File: config.mk
export PLATFORM = sky130hd
export DESIGN_NAME = sbatc_top
export DESIGN_NICKNAME = d
export VERILOG_FILES = /design/src/rtl/sbatc_pkg.sv /design/src/rtl/sbatc_blk_timer.sv /design/src/rtl/sbatc_top.sv
export VERILOG_INCLUDE_DIRS = /design/src /design/src/rtl
export SDC_FILE = /design/constraint.sdc
export NUM_CORES = 1
export LEC_CHECK = 0
export BUFFER_PORTS_ARGS = -buffer_cell sky130_fd_sc_hd__clkbuf_2
export CAP_MARGIN = 20
export CORE_ASPECT_RATIO = 0.5
export CORE_MARGIN = 3
export CORE_UTILIZATION = 56
export CTS_CLUSTER_SIZE = 10
export DETAILED_ROUTE_END_ITERATION = 6
export GPL_ROUTABILITY_DRIVEN = 1
export PLACE_DENSITY = 0.85
export SKIP_CTS_REPAIR_TIMING = 1
export SLEW_MARGIN = 10
export SYNTH_ARGS = -nofsm -noshare
export SYNTH_HDL_FRONTEND = slang
export SYNTH_SLANG_ARGS = --single-unit
File: constraint.sdc
create_clock -name clk -period 7.5 [get_ports clk]
set_input_delay 0.375 -clock clk [delete_from_list [all_inputs] [get_ports clk]]
set_output_delay 0.375 -clock clk [all_outputs]
set_load 0.02 [all_outputs]
File: src/rtl/sbatc_defs.svh
// Register offsets, field positions, reset values and timing counts
`ifndef SBATC_DEFS_SVH
`define SBATC_DEFS_SVH
`define SBATC_BLK0_OFS     12'h108
`define SBATC_BLK1_OFS     12'h110
`define SBATC_STAT_OFS     12'h118
`define SBATC_BASE_MSB     31
`define SBATC_BASE_LSB     18
`define SBATC_RFSH_BIT     15
`define SBATC_COLUMN_LATENCY_SEL_MSB     13
`define SBATC_COLUMN_LATENCY_SEL_LSB     12
`define SBATC_CTRL_WMASK   32'hFFFC_B000
`define SBATC_RFSH_RST     1'b0
`define SBATC_CLK_NS       100
`define SBATC_RCD_L0       4'h1
`define SBATC_RCD_L1       4'h2
`define SBATC_RCD_L2       4'h3
`define SBATC_RAS_L0       4'h2
`define SBATC_RAS_L1       4'h4
`define SBATC_RAS_L2       4'h6
`endif

File: src/rtl/sbatc_pkg.sv
// Types shared by the block address and timing control logic
`default_nettype none
package sbatc_pkg;
   typedef logic [1:0]  sbatc_lat_t;
   typedef logic [13:0] sbatc_base_t;
   typedef logic [3:0]  sbatc_cnt_t;
   typedef enum logic [2:0]
   {
      SBATC_IDLE  = 3'b000,
      SBATC_ACT   = 3'b001,
      SBATC_COL   = 3'b010,
      SBATC_DATA  = 3'b011,
      SBATC_PRE   = 3'b100
   } sbatc_state_e;
endpackage
`default_nettype wire

File: src/rtl/sbatc_blk_timer.sv
// Per-block access sequencer applying latency-coded SDRAM spacing
`default_nettype none
`include "sbatc_defs.svh"
module sbatc_blk_timer
(
   input  wire logic                clk,
   input  wire logic                rst_n,
   input  wire logic                ce,
   input  wire sbatc_pkg::sbatc_lat_t lat,
   input  wire logic                access_req,
   input  wire logic                rfsh_req,
   input  wire logic                rfsh_allow,
   output logic                     row_strobe,
   output logic                     column_strobe,
   output logic                     activate_cmd,
   output logic                     precharge_cmd,
   output logic                     refresh_cmd,
   output logic                     data_capture,
   output logic                     busy
);
   import sbatc_pkg::*;

   sbatc_state_e state_reg;
   sbatc_state_e state_next;
   sbatc_cnt_t   cnt_reg;
   sbatc_cnt_t   cnt_next;
   sbatc_cnt_t   ras_reg;
   sbatc_cnt_t   ras_next;
   logic [5:0]   out_reg;
   logic [5:0]   out_next;
   sbatc_cnt_t   rcd;
   sbatc_cnt_t   ras_min;

   always_comb
   begin
      rcd     = (lat == 2'h0) ? `SBATC_RCD_L0 :
                (lat == 2'h1) ? `SBATC_RCD_L1 : `SBATC_RCD_L2;
      ras_min = (lat == 2'h0) ? `SBATC_RAS_L0 :
                (lat == 2'h1) ? `SBATC_RAS_L1 : `SBATC_RAS_L2;
   end

   always_comb
   begin
      state_next = state_reg;
      cnt_next   = (cnt_reg != 4'h0) ? cnt_reg - 4'h1 : cnt_reg;
      ras_next   = (ras_reg != 4'h0) ? ras_reg - 4'h1 : ras_reg;
      out_next   = 6'h00;
      case (state_reg)
         SBATC_IDLE:
         begin
            if (cnt_reg == 4'h0)
            begin
               if (rfsh_req && rfsh_allow)
               begin
                  out_next[4] = 1'b1;
                  cnt_next    = rcd;
               end
               else if (access_req)
               begin
                  out_next[0] = 1'b1;
                  out_next[2] = 1'b1;
                  cnt_next    = rcd - 4'h1;
                  ras_next    = ras_min - 4'h1;
                  state_next  = SBATC_ACT;
               end
            end
         end
         SBATC_ACT:
         begin
            if (cnt_reg == 4'h0)
            begin
               out_next[1] = 1'b1;
               cnt_next    = rcd - 4'h1;
               state_next  = SBATC_COL;
            end
         end
         SBATC_COL:
         begin
            if (cnt_reg == 4'h0)
            begin
               out_next[5] = 1'b1;
               state_next  = SBATC_DATA;
            end
         end
         SBATC_DATA:
         begin
            if (ras_reg == 4'h0)
            begin
               out_next[3] = 1'b1;
               cnt_next    = rcd;
               state_next  = SBATC_PRE;
            end
         end
         SBATC_PRE:
         begin
            state_next = SBATC_IDLE;
         end
         default:
         begin
            state_next = SBATC_IDLE;
         end
      endcase
   end

   always_ff @(posedge clk)
   begin
      if (!rst_n)
      begin
         state_reg <= SBATC_IDLE;
         cnt_reg   <= 4'h0;
         ras_reg   <= 4'h0;
         out_reg   <= 6'h00;
      end
      else if (ce)
      begin
         state_reg <= state_next;
         cnt_reg   <= cnt_next;
         ras_reg   <= ras_next;
         out_reg   <= out_next;
      end
   end

   assign row_strobe    = out_reg[0];
   assign column_strobe = out_reg[1];
   assign activate_cmd  = out_reg[2];
   assign precharge_cmd = out_reg[3];
   assign refresh_cmd   = out_reg[4];
   assign data_capture  = out_reg[5];
   assign busy          = (state_reg != SBATC_IDLE) || (cnt_reg != 4'h0);
endmodule
`default_nettype wire

File: src/rtl/sbatc_top.sv
// Two-block SDRAM address match and timing control with AHB-Lite registers
// Notes on behaviour
// - Unmasked base bits must equal bus address
// - Refresh a block only when enabled
// - Row-to-column delay 1,2,3,3 clocks
// - Read data expected 1,2,3,3 clocks later
// - Activate-to-precharge at least 2,4,6,6 clocks
// - Two control registers at 0x108, 0x110
// - Precharge-to-activate wait 2,3,4,4 clocks
`default_nettype none
`include "sbatc_defs.svh"
module sbatc_top
(
   input  wire logic                clk,
   input  wire logic                rst_n,
   input  wire logic                ce,
   input  wire logic                hsel,
   input  wire logic [31:0]         haddr,
   input  wire logic [1:0]          htrans,
   input  wire logic                hwrite,
   input  wire logic [2:0]          hsize,
   input  wire logic [31:0]         hwdata,
   input  wire logic                hready,
   output logic [31:0]              hrdata,
   output logic                     hreadyout,
   output logic                     hresp,
   input  wire logic [31:0]         mem_addr,
   input  wire logic                mem_valid,
   input  wire logic [13:0]         match_mask,
   input  wire logic                rfsh_tick,
   output logic [1:0]               block_hit,
   output logic [1:0]               row_strobe,
   output logic [1:0]               column_strobe,
   output logic [1:0]               activate_cmd,
   output logic [1:0]               precharge_cmd,
   output logic [1:0]               refresh_cmd,
   output logic [1:0]               data_capture,
   output logic [1:0]               block_busy
);
   import sbatc_pkg::*;

   logic [31:0] ctrl_reg [2];
   logic [31:0] ctrl_next [2];
   logic        wpend_reg;
   logic        wpend_next;
   logic [11:0] waddr_reg;
   logic [11:0] waddr_next;
   logic [31:0] hrdata_reg;
   logic [31:0] hrdata_next;
   logic [1:0]  hit_reg;
   logic [1:0]  hit_next;
   logic [1:0]  rfsh_pend_reg;
   logic [1:0]  rfsh_pend_next;
   logic        take;
   logic [1:0]  rfsh_sent;

   assign take = hsel && hready && htrans[1];

   // Register bus: writes land one cycle later, reads are zero wait
   always_comb
   begin
      ctrl_next[0] = ctrl_reg[0];
      ctrl_next[1] = ctrl_reg[1];
      wpend_next   = take && hwrite;
      waddr_next   = take ? haddr[11:0] : waddr_reg;
      hrdata_next  = hrdata_reg;
      if (wpend_reg)
      begin
         if (waddr_reg == `SBATC_BLK0_OFS)
         begin
            ctrl_next[0] = hwdata & `SBATC_CTRL_WMASK;
         end
         else if (waddr_reg == `SBATC_BLK1_OFS)
         begin
            ctrl_next[1] = hwdata & `SBATC_CTRL_WMASK;
         end
      end
      if (take && !hwrite)
      begin
         if (haddr[11:0] == `SBATC_BLK0_OFS)
         begin
            hrdata_next = ctrl_reg[0];
         end
         else if (haddr[11:0] == `SBATC_BLK1_OFS)
         begin
            hrdata_next = ctrl_reg[1];
         end
         else if (haddr[11:0] == `SBATC_STAT_OFS)
         begin
            hrdata_next = {28'h0000000, rfsh_pend_reg, block_busy};
         end
         else
         begin
            hrdata_next = 32'h0000_0000;
         end
      end
   end

   // Address compare per block and refresh request latching
   always_comb
   begin
      for (int b = 0; b < 2; b++)
      begin
         hit_next[b] = mem_valid &&
            (((mem_addr[`SBATC_BASE_MSB:`SBATC_BASE_LSB]
               ^ ctrl_reg[b][`SBATC_BASE_MSB:`SBATC_BASE_LSB]) & ~match_mask)
               == 14'h0000);
         rfsh_pend_next[b] = ctrl_reg[b][`SBATC_RFSH_BIT] &&
            ((rfsh_pend_reg[b] && !rfsh_sent[b]) || rfsh_tick);
      end
   end

   always_ff @(posedge clk)
   begin
      if (!rst_n)
      begin
         ctrl_reg[0]   <= 32'h0000_0000;
         ctrl_reg[1]   <= 32'h0000_0000;
         wpend_reg     <= 1'b0;
         waddr_reg     <= 12'h000;
         hrdata_reg    <= 32'h0000_0000;
         hit_reg       <= 2'h0;
         rfsh_pend_reg <= 2'h0;
      end
      else if (ce)
      begin
         ctrl_reg[0]   <= ctrl_next[0];
         ctrl_reg[1]   <= ctrl_next[1];
         wpend_reg     <= wpend_next;
         waddr_reg     <= waddr_next;
         hrdata_reg    <= hrdata_next;
         hit_reg       <= hit_next;
         rfsh_pend_reg <= rfsh_pend_next;
      end
   end

   assign hrdata    = hrdata_reg;
   assign hreadyout = 1'b1;
   assign hresp     = 1'b0;
   assign block_hit = hit_reg;
   assign rfsh_sent = refresh_cmd;

   genvar g;
   generate
      for (g = 0; g < 2; g++)
      begin : g_blk
         sbatc_blk_timer u_timer
         (
            .clk           (clk),
            .rst_n         (rst_n),
            .ce            (ce),
            .lat           (ctrl_reg[g][`SBATC_COLUMN_LATENCY_SEL_MSB:`SBATC_COLUMN_LATENCY_SEL_LSB]),
            .access_req    (hit_reg[g]),
            .rfsh_req      (rfsh_pend_reg[g]),
            .rfsh_allow    (ctrl_reg[g][`SBATC_RFSH_BIT]),
            .row_strobe    (row_strobe[g]),
            .column_strobe (column_strobe[g]),
            .activate_cmd  (activate_cmd[g]),
            .precharge_cmd (precharge_cmd[g]),
            .refresh_cmd   (refresh_cmd[g]),
            .data_capture  (data_capture[g]),
            .busy          (block_busy[g])
         );
      end
   endgenerate
endmodule
`default_nettype wire

[Yosys cells after proc, flatten, opt, wreduce, memory -nomap -nowiden]
Memories as Yosys holds them, arrays and structs flattened.
Cells that the tools add are included.
Storage, ports and cells
  register bits after elaboration: 83
  bits in writable memories: 64
  input port bits: 123
  output and inout bits: 50
  logic and storage cells: 176
  memories kept: 1
Memories
  ctrl_reg: depth 2, bits a word 32, read ports 2, clocked after memory_dff 0, wr ports 2, RTL line sbatc_top.sv:42  | logic [31:0] ctrl_reg [2];
Operators by class
  add/sub/neg operators: 8
  equality and inequality tests: 25
  multiplexer cells: 83
  bitwise logic cells: 7
  reductions and logical operators: 39
Operators with widths (number)
  two-way mux 32 bit: 7
  two-way mux 4 bit: 27
  two-way mux 64 bit: 1
  equality test 12 x 9 -> 1 bit (second input constant): 5
  two-way mux 3 bit: 12
  subtractor 4 x 1 -> 4 bit (second input constant): 8
  two-way mux 1 bit: 30
  bitwise AND 14 bit: 2
  logical NOT 14 bit: 2
  XOR 14 bit: 2
  one-hot mux 3 bit (4 select lines): 2
  one-hot mux 4 bit (3 select lines): 2
  logical NOT 4 bit: 4
  inequality test 2 x 1 -> 1 bit (second input constant): 8
  nonzero test 4 bit: 4
  NOT 14 bit: 1
  AND reduction 7 bit: 2
  equality test 3 x 2 -> 1 bit (second input constant): 4
  logical AND 1 bit: 12
  inequality test 2 bit (second input constant): 4
  equality test 3 x 1 -> 1 bit (second input constant): 2
  logical NOT 3 bit: 2
  nonzero test 3 bit: 2
  equality test 2 x 1 -> 1 bit (second input constant): 2
  6 further kinds: 15

[Longest topological paths before layout]
An unclocked memory read counts as a cell.
  depth after elaboration: 9
  mapped depth: 8
  mapped depth without buffers: 8

[Modules after synthesis]
Synthesis repeated with hierarchy kept, for this count alone.
Second synthesis, totals
  cells, all modules: 609
  area, all modules: 5597.9 µm²
Modules (own cells, without submodules)
  sbatc_top: times used 1, cells each 321, area an instance 3273.1 µm², seq. area each 1781.7 µm²
  sbatc_blk_timer (g_blk[0].u_timer): times used 1, cells each 141, area an instance 1169.9 µm², seq. area each 320.3 µm²
  sbatc_blk_timer (g_blk[1].u_timer): times used 1, cells each 147, area an instance 1154.9 µm², seq. area each 320.3 µm²

[Worst setup path after synthesis]
No wires, ideal clock.
  kind: input-to-reg
  start point: in ce
  end point: mem ctrl_reg[0][12] (enable)
  setup time: 0.415 ns
  data arrival time: 2.247 ns
  required time: 7.085 ns
  path slack: 4.839 ns
  stages: 6
  path buffers: 2
  cell sequence: clkbuf_8 > inv_1 > buf_2 > nor4_1 > nand3_1 > o21ai_0
RTL lines
  start, declared: RTL line sbatc_top.sv:16  | input wire logic ce,
  end, declared: RTL line sbatc_top.sv:42

[Final worst setup path]
  start point: in ce
  end point: reg hrdata_reg[1] (netlist: hrdata[1])
On the way
  longest elaborated chain between the ends: 1
Ends and longest elaborated chain
  AND reduction 2 bit (no source line)
  end signal, assigned: RTL line sbatc_top.sv:131  | hrdata_reg <= hrdata_next;
  end, declared: RTL line sbatc_top.sv:48  | logic [31:0] hrdata_reg;
No other way between the ends.
A chain may end at the register's enable or synchronous reset.

==> impl_metrics.prom <==
# TYPE chip_impl_metric gauge
chip_impl_metric{name="clock_sinks",unit=""} 104
chip_impl_metric{name="setup_ws",unit="ns"} 4.626
chip_impl_metric{name="overflow",unit=""} 0
chip_impl_info{name="worstReg2RegEnd",value="g_blk[1].u_timer.state_reg[0]$_SDFFE_PN0P_"} 1
chip_impl_metric{name="sequentialPowerShare",unit=""} 0.439
chip_impl_metric{name="post_synth_instance_area",unit="um2"} 5507
chip_impl_metric{name="grt_pass1_vias",unit=""} 4269
chip_impl_metric{name="floorplan.initialDensity",unit=""} 0.6032
chip_impl_metric{name="max_clock_freq",unit="GHz"} 0.3480
chip_impl_info{name="cp-start-kind",value="input pin"} 1
chip_impl_metric{name="required",unit="ns"} 7.78
chip_impl_metric{name="drv.max_cap_violation_count",unit=""} 0
chip_impl_metric{name="grt_first_pass_wirelength",unit="um"} 21420
chip_impl_metric{name="ctsHtreeMaxLevel",unit=""} 3
chip_impl_info{name="min_from",value="haddr[8]"} 1
chip_impl_metric{name="yosys_warnings",unit=""} 0
chip_impl_info{name="synth-main-ff-cell",value="sky130_fd_sc_hd__dfxtp_1"} 1
chip_impl_info{name="worst_hold_path_type",value="in2reg"} 1
chip_impl_metric{name="antenna_left",unit=""} 0
chip_impl_metric{name="drv_slew",unit=""} 0
chip_impl_metric{name="clock_path_buffers",unit=""} 2
chip_impl_metric{name="setup_viol",unit=""} 0
chip_impl_metric{name="post_drt_via_cell_ratio",unit=""} 5.938
chip_impl_metric{name="postSynthAreaPerCell",unit="um2"} 9.286
chip_impl_metric{name="grt_antenna_before_repair",unit=""} 0
chip_impl_metric{name="synthesis.instances",unit=""} 593
chip_impl_metric{name="fp.dieArea",unit="um2"} 11130
chip_impl_info{name="cell_at_the_root_of_the_clock_tree",value="sky130_fd_sc_hd__clkbuf_16"} 1
chip_impl_metric{name="stage_delay_of_the_slowest_cell_on_the_critical_path",unit="ns"} 0.72
chip_impl_info{name="critical_path_class",value="in2reg"} 1
chip_impl_metric{name="finalHoldViolCount",unit=""} 0
chip_impl_metric{name="std_cell_rows",unit=""} 24
chip_impl_metric{name="path_max_fanout",unit=""} 53
chip_impl_metric{name="holdPathStages",unit=""} 3
chip_impl_info{name="setup_repair_after_global_routing_missed_its_margin",value="no"} 1
chip_impl_info{name="timing.critical_path.slowest_stage_cell",value="sky130_fd_sc_hd__nor3_1"} 1
chip_impl_metric{name="dr.pass1.iters",unit=""} 5
chip_impl_info{name="path_cells",value="clkbuf_2, buf_4, and4_1, nand2b_1, nor3_1, a22oi_1, nor2b_1"} 1
chip_impl_metric{name="route.detailed.wl_per_inst",unit="um"} 16.71
chip_impl_metric{name="timing.final.crit_share",unit=""} 0.3832
chip_impl_metric{name="power.ir.vdd_worst",unit="mV"} 0.1367
chip_impl_metric{name="detail_route.wirelength",unit="um"} 13250
chip_impl_metric{name="ys_ff_latch",unit=""} 104
chip_impl_metric{name="ff2ff_path_depth",unit=""} 7
chip_impl_metric{name="worst_pin_slew",unit="ns"} 1.030
chip_impl_metric{name="power_switching",unit="mW"} 0.4999
chip_impl_info{name="cts_tree",value="yes"} 1
chip_impl_metric{name="boundary_pins",unit=""} 173
chip_impl_metric{name="tns_setup",unit="ns"} 0
chip_impl_info{name="regToRegStartpoint",value="g_blk[1].u_timer.cnt_reg[0]$_SDFFE_PN0P_"} 1
chip_impl_metric{name="powerDensity",unit="nW/um2"} 249.2
chip_impl_metric{name="finalClockSkew",unit="ns"} 0.008172
chip_impl_metric{name="timing.reg2reg.setup_slack",unit="ns"} 5.52
chip_impl_metric{name="clock_insertion_delay_worst_skew",unit="ns"} 0.35
chip_impl_metric{name="detail_route.iter0.violations",unit=""} 419
chip_impl_metric{name="power.static_leakage",unit="nW"} 2.478
chip_impl_metric{name="die-height",unit="um"} 76.12
chip_impl_metric{name="power.internal",unit="mW"} 1.026
chip_impl_metric{name="finalNetCount",unit=""} 787
chip_impl_metric{name="power.clock.fraction",unit=""} 0.287
chip_impl_info{name="outcome",value="finished, final reports clean"} 1
chip_impl_info{name="timing.critical_path.to_type",value="flip-flop"} 1
chip_impl_metric{name="die_width",unit="um"} 146.2
chip_impl_metric{name="drc",unit=""} 0
chip_impl_metric{name="cp_num_buf_inv",unit=""} 2
chip_impl_metric{name="core-area",unit="um2"} 9129
chip_impl_metric{name="final_layout_size_suffix_gt1_frac",unit=""} 0.2051
chip_impl_metric{name="pin_count_of_the_biggest_net_entering_global_routing",unit=""} 86
chip_impl_info{name="min_delay_worst_endpoint",value="waddr_reg[8]$_SDFFE_PN0P_"} 1
chip_impl_metric{name="logic_pwr_share",unit=""} 0.274
chip_impl_metric{name="crit_path_arrival_time",unit="ns"} 3.15
chip_impl_metric{name="io_buffers",unit=""} 102
chip_impl_metric{name="maxSlewHeadroom",unit=""} 0.3134
chip_impl_metric{name="edff_count_synth",unit=""} 34
chip_impl_metric{name="clkSlewWorstSetupHoldPaths",unit="ns"} 0.07
chip_impl_metric{name="grtUsageTotal",unit=""} 0.2326
chip_impl_info{name="cpLargestDelayFamily",value="simple AND/OR/NAND/NOR gates"} 1
chip_impl_metric{name="area_growth_syn_to_layout",unit="%"} 11.20
chip_impl_metric{name="synth.yosys.seq_area_share",unit=""} 0.4399
chip_impl_metric{name="proportion_of_register_bits_with_asynchronous_set_or_reset_after_synthesis",unit=""} 0
chip_impl_metric{name="fin_crit",unit="ns"} 2.874
chip_impl_metric{name="tritoncts.num_buffers",unit=""} 9
chip_impl_metric{name="pre_cts_setup_slack",unit="ns"} 4.351
chip_impl_metric{name="filler_cells_inserted",unit=""} 704
chip_impl_metric{name="place.gp.congestion",unit=""} 0.8711
chip_impl_metric{name="largest_register_ffs",unit=""} 34
chip_impl_metric{name="detailroute.via_count",unit=""} 4709
chip_impl_metric{name="post_detailed_placement_half_perimeter_wirelength",unit="um"} 9244
chip_impl_metric{name="synth_unique_cells",unit=""} 63
chip_impl_metric{name="antenna-diode-count",unit=""} 0
chip_impl_metric{name="power.share.switching",unit=""} 0.3276
[how the worst max path moves through the flow]
stage	from	end	slack (ns)	cells past startpoint
after global placement	ce	hrdata[0]$_SDFFE_PN0P_	4.40	7
final	ce	hrdata[1]$_SDFFE_PN0P_	4.63	7
after floorplan	ce	ctrl_reg[0][12]$_SDFFCE_PN0P_	4.84	6
after global routing	ce	hrdata[0]$_SDFFE_PN0P_	4.35	7
after detailed placement	ce	hrdata[3]$_SDFFE_PN0P_	4.35	7
after CTS	ce	hrdata[3]$_SDFFE_PN0P_	4.71	7
[cells by family after synthesis]
kind of cell	Yosys count	share of synthesized area
muxes	10	0.01818
and+or+nand+nor	197	0.1872
DFF	104	0.4399
xor gates and xnor gates	29	0.04613
other	2	0.001364
adders and majority gates	6	0.01363
buffers and inverters	81	0.08703
AOI/OAI and AO/OA	164	0.2065
[Yosys cell counts, types with 2 or more instances]
cell | instances | area [um2]
sky130_fd_sc_hd__nor4_1 | 8 | 50.05
sky130_fd_sc_hd__o211ai_1 | 13 | 97.59
sky130_fd_sc_hd__or3b_1 | 3 | 26.28
sky130_fd_sc_hd__and3b_1 | 2 | 17.52
sky130_fd_sc_hd__clkbuf_8 | 5 | 68.82
sky130_fd_sc_hd__nand4_1 | 7 | 43.79
sky130_fd_sc_hd__inv_1 | 16 | 60.06
sky130_fd_sc_hd__nor2b_1 | 17 | 106.4
sky130_fd_sc_hd__o211a_1 | 4 | 40.04
sky130_fd_sc_hd__clkbuf_1 | 22 | 82.58
sky130_fd_sc_hd__a221oi_1 | 19 | 166.4
sky130_fd_sc_hd__nor3_1 | 11 | 55.05
sky130_fd_sc_hd__edfxtp_1 | 34 | 1021
sky130_fd_sc_hd__o21ai_0 | 42 | 210.2
sky130_fd_sc_hd__nor3_4 | 2 | 32.53
sky130_fd_sc_hd__nor2_1 | 36 | 135.1
sky130_fd_sc_hd__nor3b_1 | 2 | 15.01
sky130_fd_sc_hd__a21boi_0 | 26 | 195.2
sky130_fd_sc_hd__a21oi_1 | 14 | 70.07
sky130_fd_sc_hd__and3_1 | 17 | 106.4
sky130_fd_sc_hd__xnor2_1 | 29 | 254.0
sky130_fd_sc_hd__mux2i_1 | 10 | 100.1
sky130_fd_sc_hd__a22oi_1 | 6 | 45.04
sky130_fd_sc_hd__buf_4 | 31 | 232.7
sky130_fd_sc_hd__o22ai_1 | 13 | 81.33
sky130_fd_sc_hd__ha_1 | 6 | 75.07
sky130_fd_sc_hd__nand2b_1 | 5 | 31.28
sky130_fd_sc_hd__buf_2 | 6 | 30.03
sky130_fd_sc_hd__dfxtp_1 | 70 | 1401
sky130_fd_sc_hd__a31oi_1 | 4 | 25.02
sky130_fd_sc_hd__and2_1 | 3 | 18.77
sky130_fd_sc_hd__nand2_1 | 64 | 240.2
sky130_fd_sc_hd__conb_1 | 2 | 7.510
sky130_fd_sc_hd__o2111ai_1 | 3 | 26.28
sky130_fd_sc_hd__a22o_1 | 3 | 26.28
sky130_fd_sc_hd__nand3_1 | 10 | 50.05
sky130_fd_sc_hd__o41ai_1 | 2 | 17.52
[power groups by stage]
| stage | clock network, mW | registers (mW) | logic [mW] |
|---|---|---|---|
| after global placement | 0 | 0.679 | 0.404 |
| after global routing | 0.470 | 0.676 | 0.466 |
| final | 0.438 | 0.670 | 0.418 |
| after detailed placement | 0 | 0.681 | 0.412 |
| after CTS | 0.449 | 0.669 | 0.412 |
| after floorplan | 0 | 0.673 | 0.342 |
[metrics by stage]
step                      cell area (um2)  hold WS [ns]  std cells  utilization  power (mW)
after floorplan                      5548        0.4431        604            -       1.014
after global placement               5839        0.4522        776       0.6397       1.082
after detailed placement             5839        0.4592        776       0.6397       1.093
after CTS                            6112        0.2735        792       0.6695       1.530
after global routing                 6123        0.2937        793       0.6708       1.612
final                                6123        0.2871        793       0.6708       1.526
[worst register-to-register path, delay by kind of cell, from the launching register on]
kind	cells	cell delay, ns
simple gates	2	0.51
compound gates	2	0.48
flops	1	0.34
fa+ha+maj	1	0.24
mux	1	0.22
buf+inv	1	0.10
[metal layers]
metal	vias to the layer above	wire length (um)	global-route usage
met2	217	6000	0.3656
met4	0	225	0.06098
li1	2257	-	-
met1	2212	5973	0.3230
met5	-	0	0
met3	23	1054	0.05704
[area by class of cell]
class                   instances  area [um2]  share of cell area
flip-flops and latches        104        2422              0.3956
multi-input cells             419        2646              0.4322
clock inverters                 6       43.79            0.007152
repair buffers                108       559.3             0.09134
well taps                     130       162.7             0.02656
clock buffers                  10       229.0             0.03739
inverters                      16       60.06            0.009808
[layout by cell type (no fill, tap or decap), types with 3 or more instances in the layout]
master / Yosys / routed
sky130_fd_sc_hd__buf_4: 31 / 5
sky130_fd_sc_hd__nand2b_1: 5 / 5
sky130_fd_sc_hd__o211a_1: 4 / 4
sky130_fd_sc_hd__nand2_1: 64 / 64
sky130_fd_sc_hd__a22oi_1: 6 / 6
sky130_fd_sc_hd__edfxtp_1: 34 / 34
sky130_fd_sc_hd__and3_1: 17 / 17
sky130_fd_sc_hd__clkbuf_16: 0 / 9
sky130_fd_sc_hd__inv_1: 16 / 16
sky130_fd_sc_hd__nor3_1: 11 / 11
sky130_fd_sc_hd__nand3_1: 10 / 10
sky130_fd_sc_hd__ha_1: 6 / 6
sky130_fd_sc_hd__mux2i_1: 10 / 10
sky130_fd_sc_hd__nor2_1: 36 / 36
sky130_fd_sc_hd__a21boi_0: 26 / 26
sky130_fd_sc_hd__dfxtp_1: 70 / 70
sky130_fd_sc_hd__o2111ai_1: 3 / 3
sky130_fd_sc_hd__a221oi_1: 19 / 19
sky130_fd_sc_hd__xnor2_1: 29 / 29
sky130_fd_sc_hd__o211ai_1: 13 / 13
sky130_fd_sc_hd__and2_1: 3 / 3
sky130_fd_sc_hd__a22o_1: 3 / 3
sky130_fd_sc_hd__a31oi_1: 4 / 4
sky130_fd_sc_hd__a21oi_1: 14 / 14
sky130_fd_sc_hd__nor4_1: 8 / 8
sky130_fd_sc_hd__nand4_1: 7 / 7
sky130_fd_sc_hd__clkbuf_2: 1 / 102
sky130_fd_sc_hd__o21ai_0: 42 / 40
sky130_fd_sc_hd__o22ai_1: 13 / 13
sky130_fd_sc_hd__conb_1: 2 / 13
sky130_fd_sc_hd__or3b_1: 3 / 3
sky130_fd_sc_hd__nor2b_1: 17 / 17
Power figures use the tool's default switching activity.
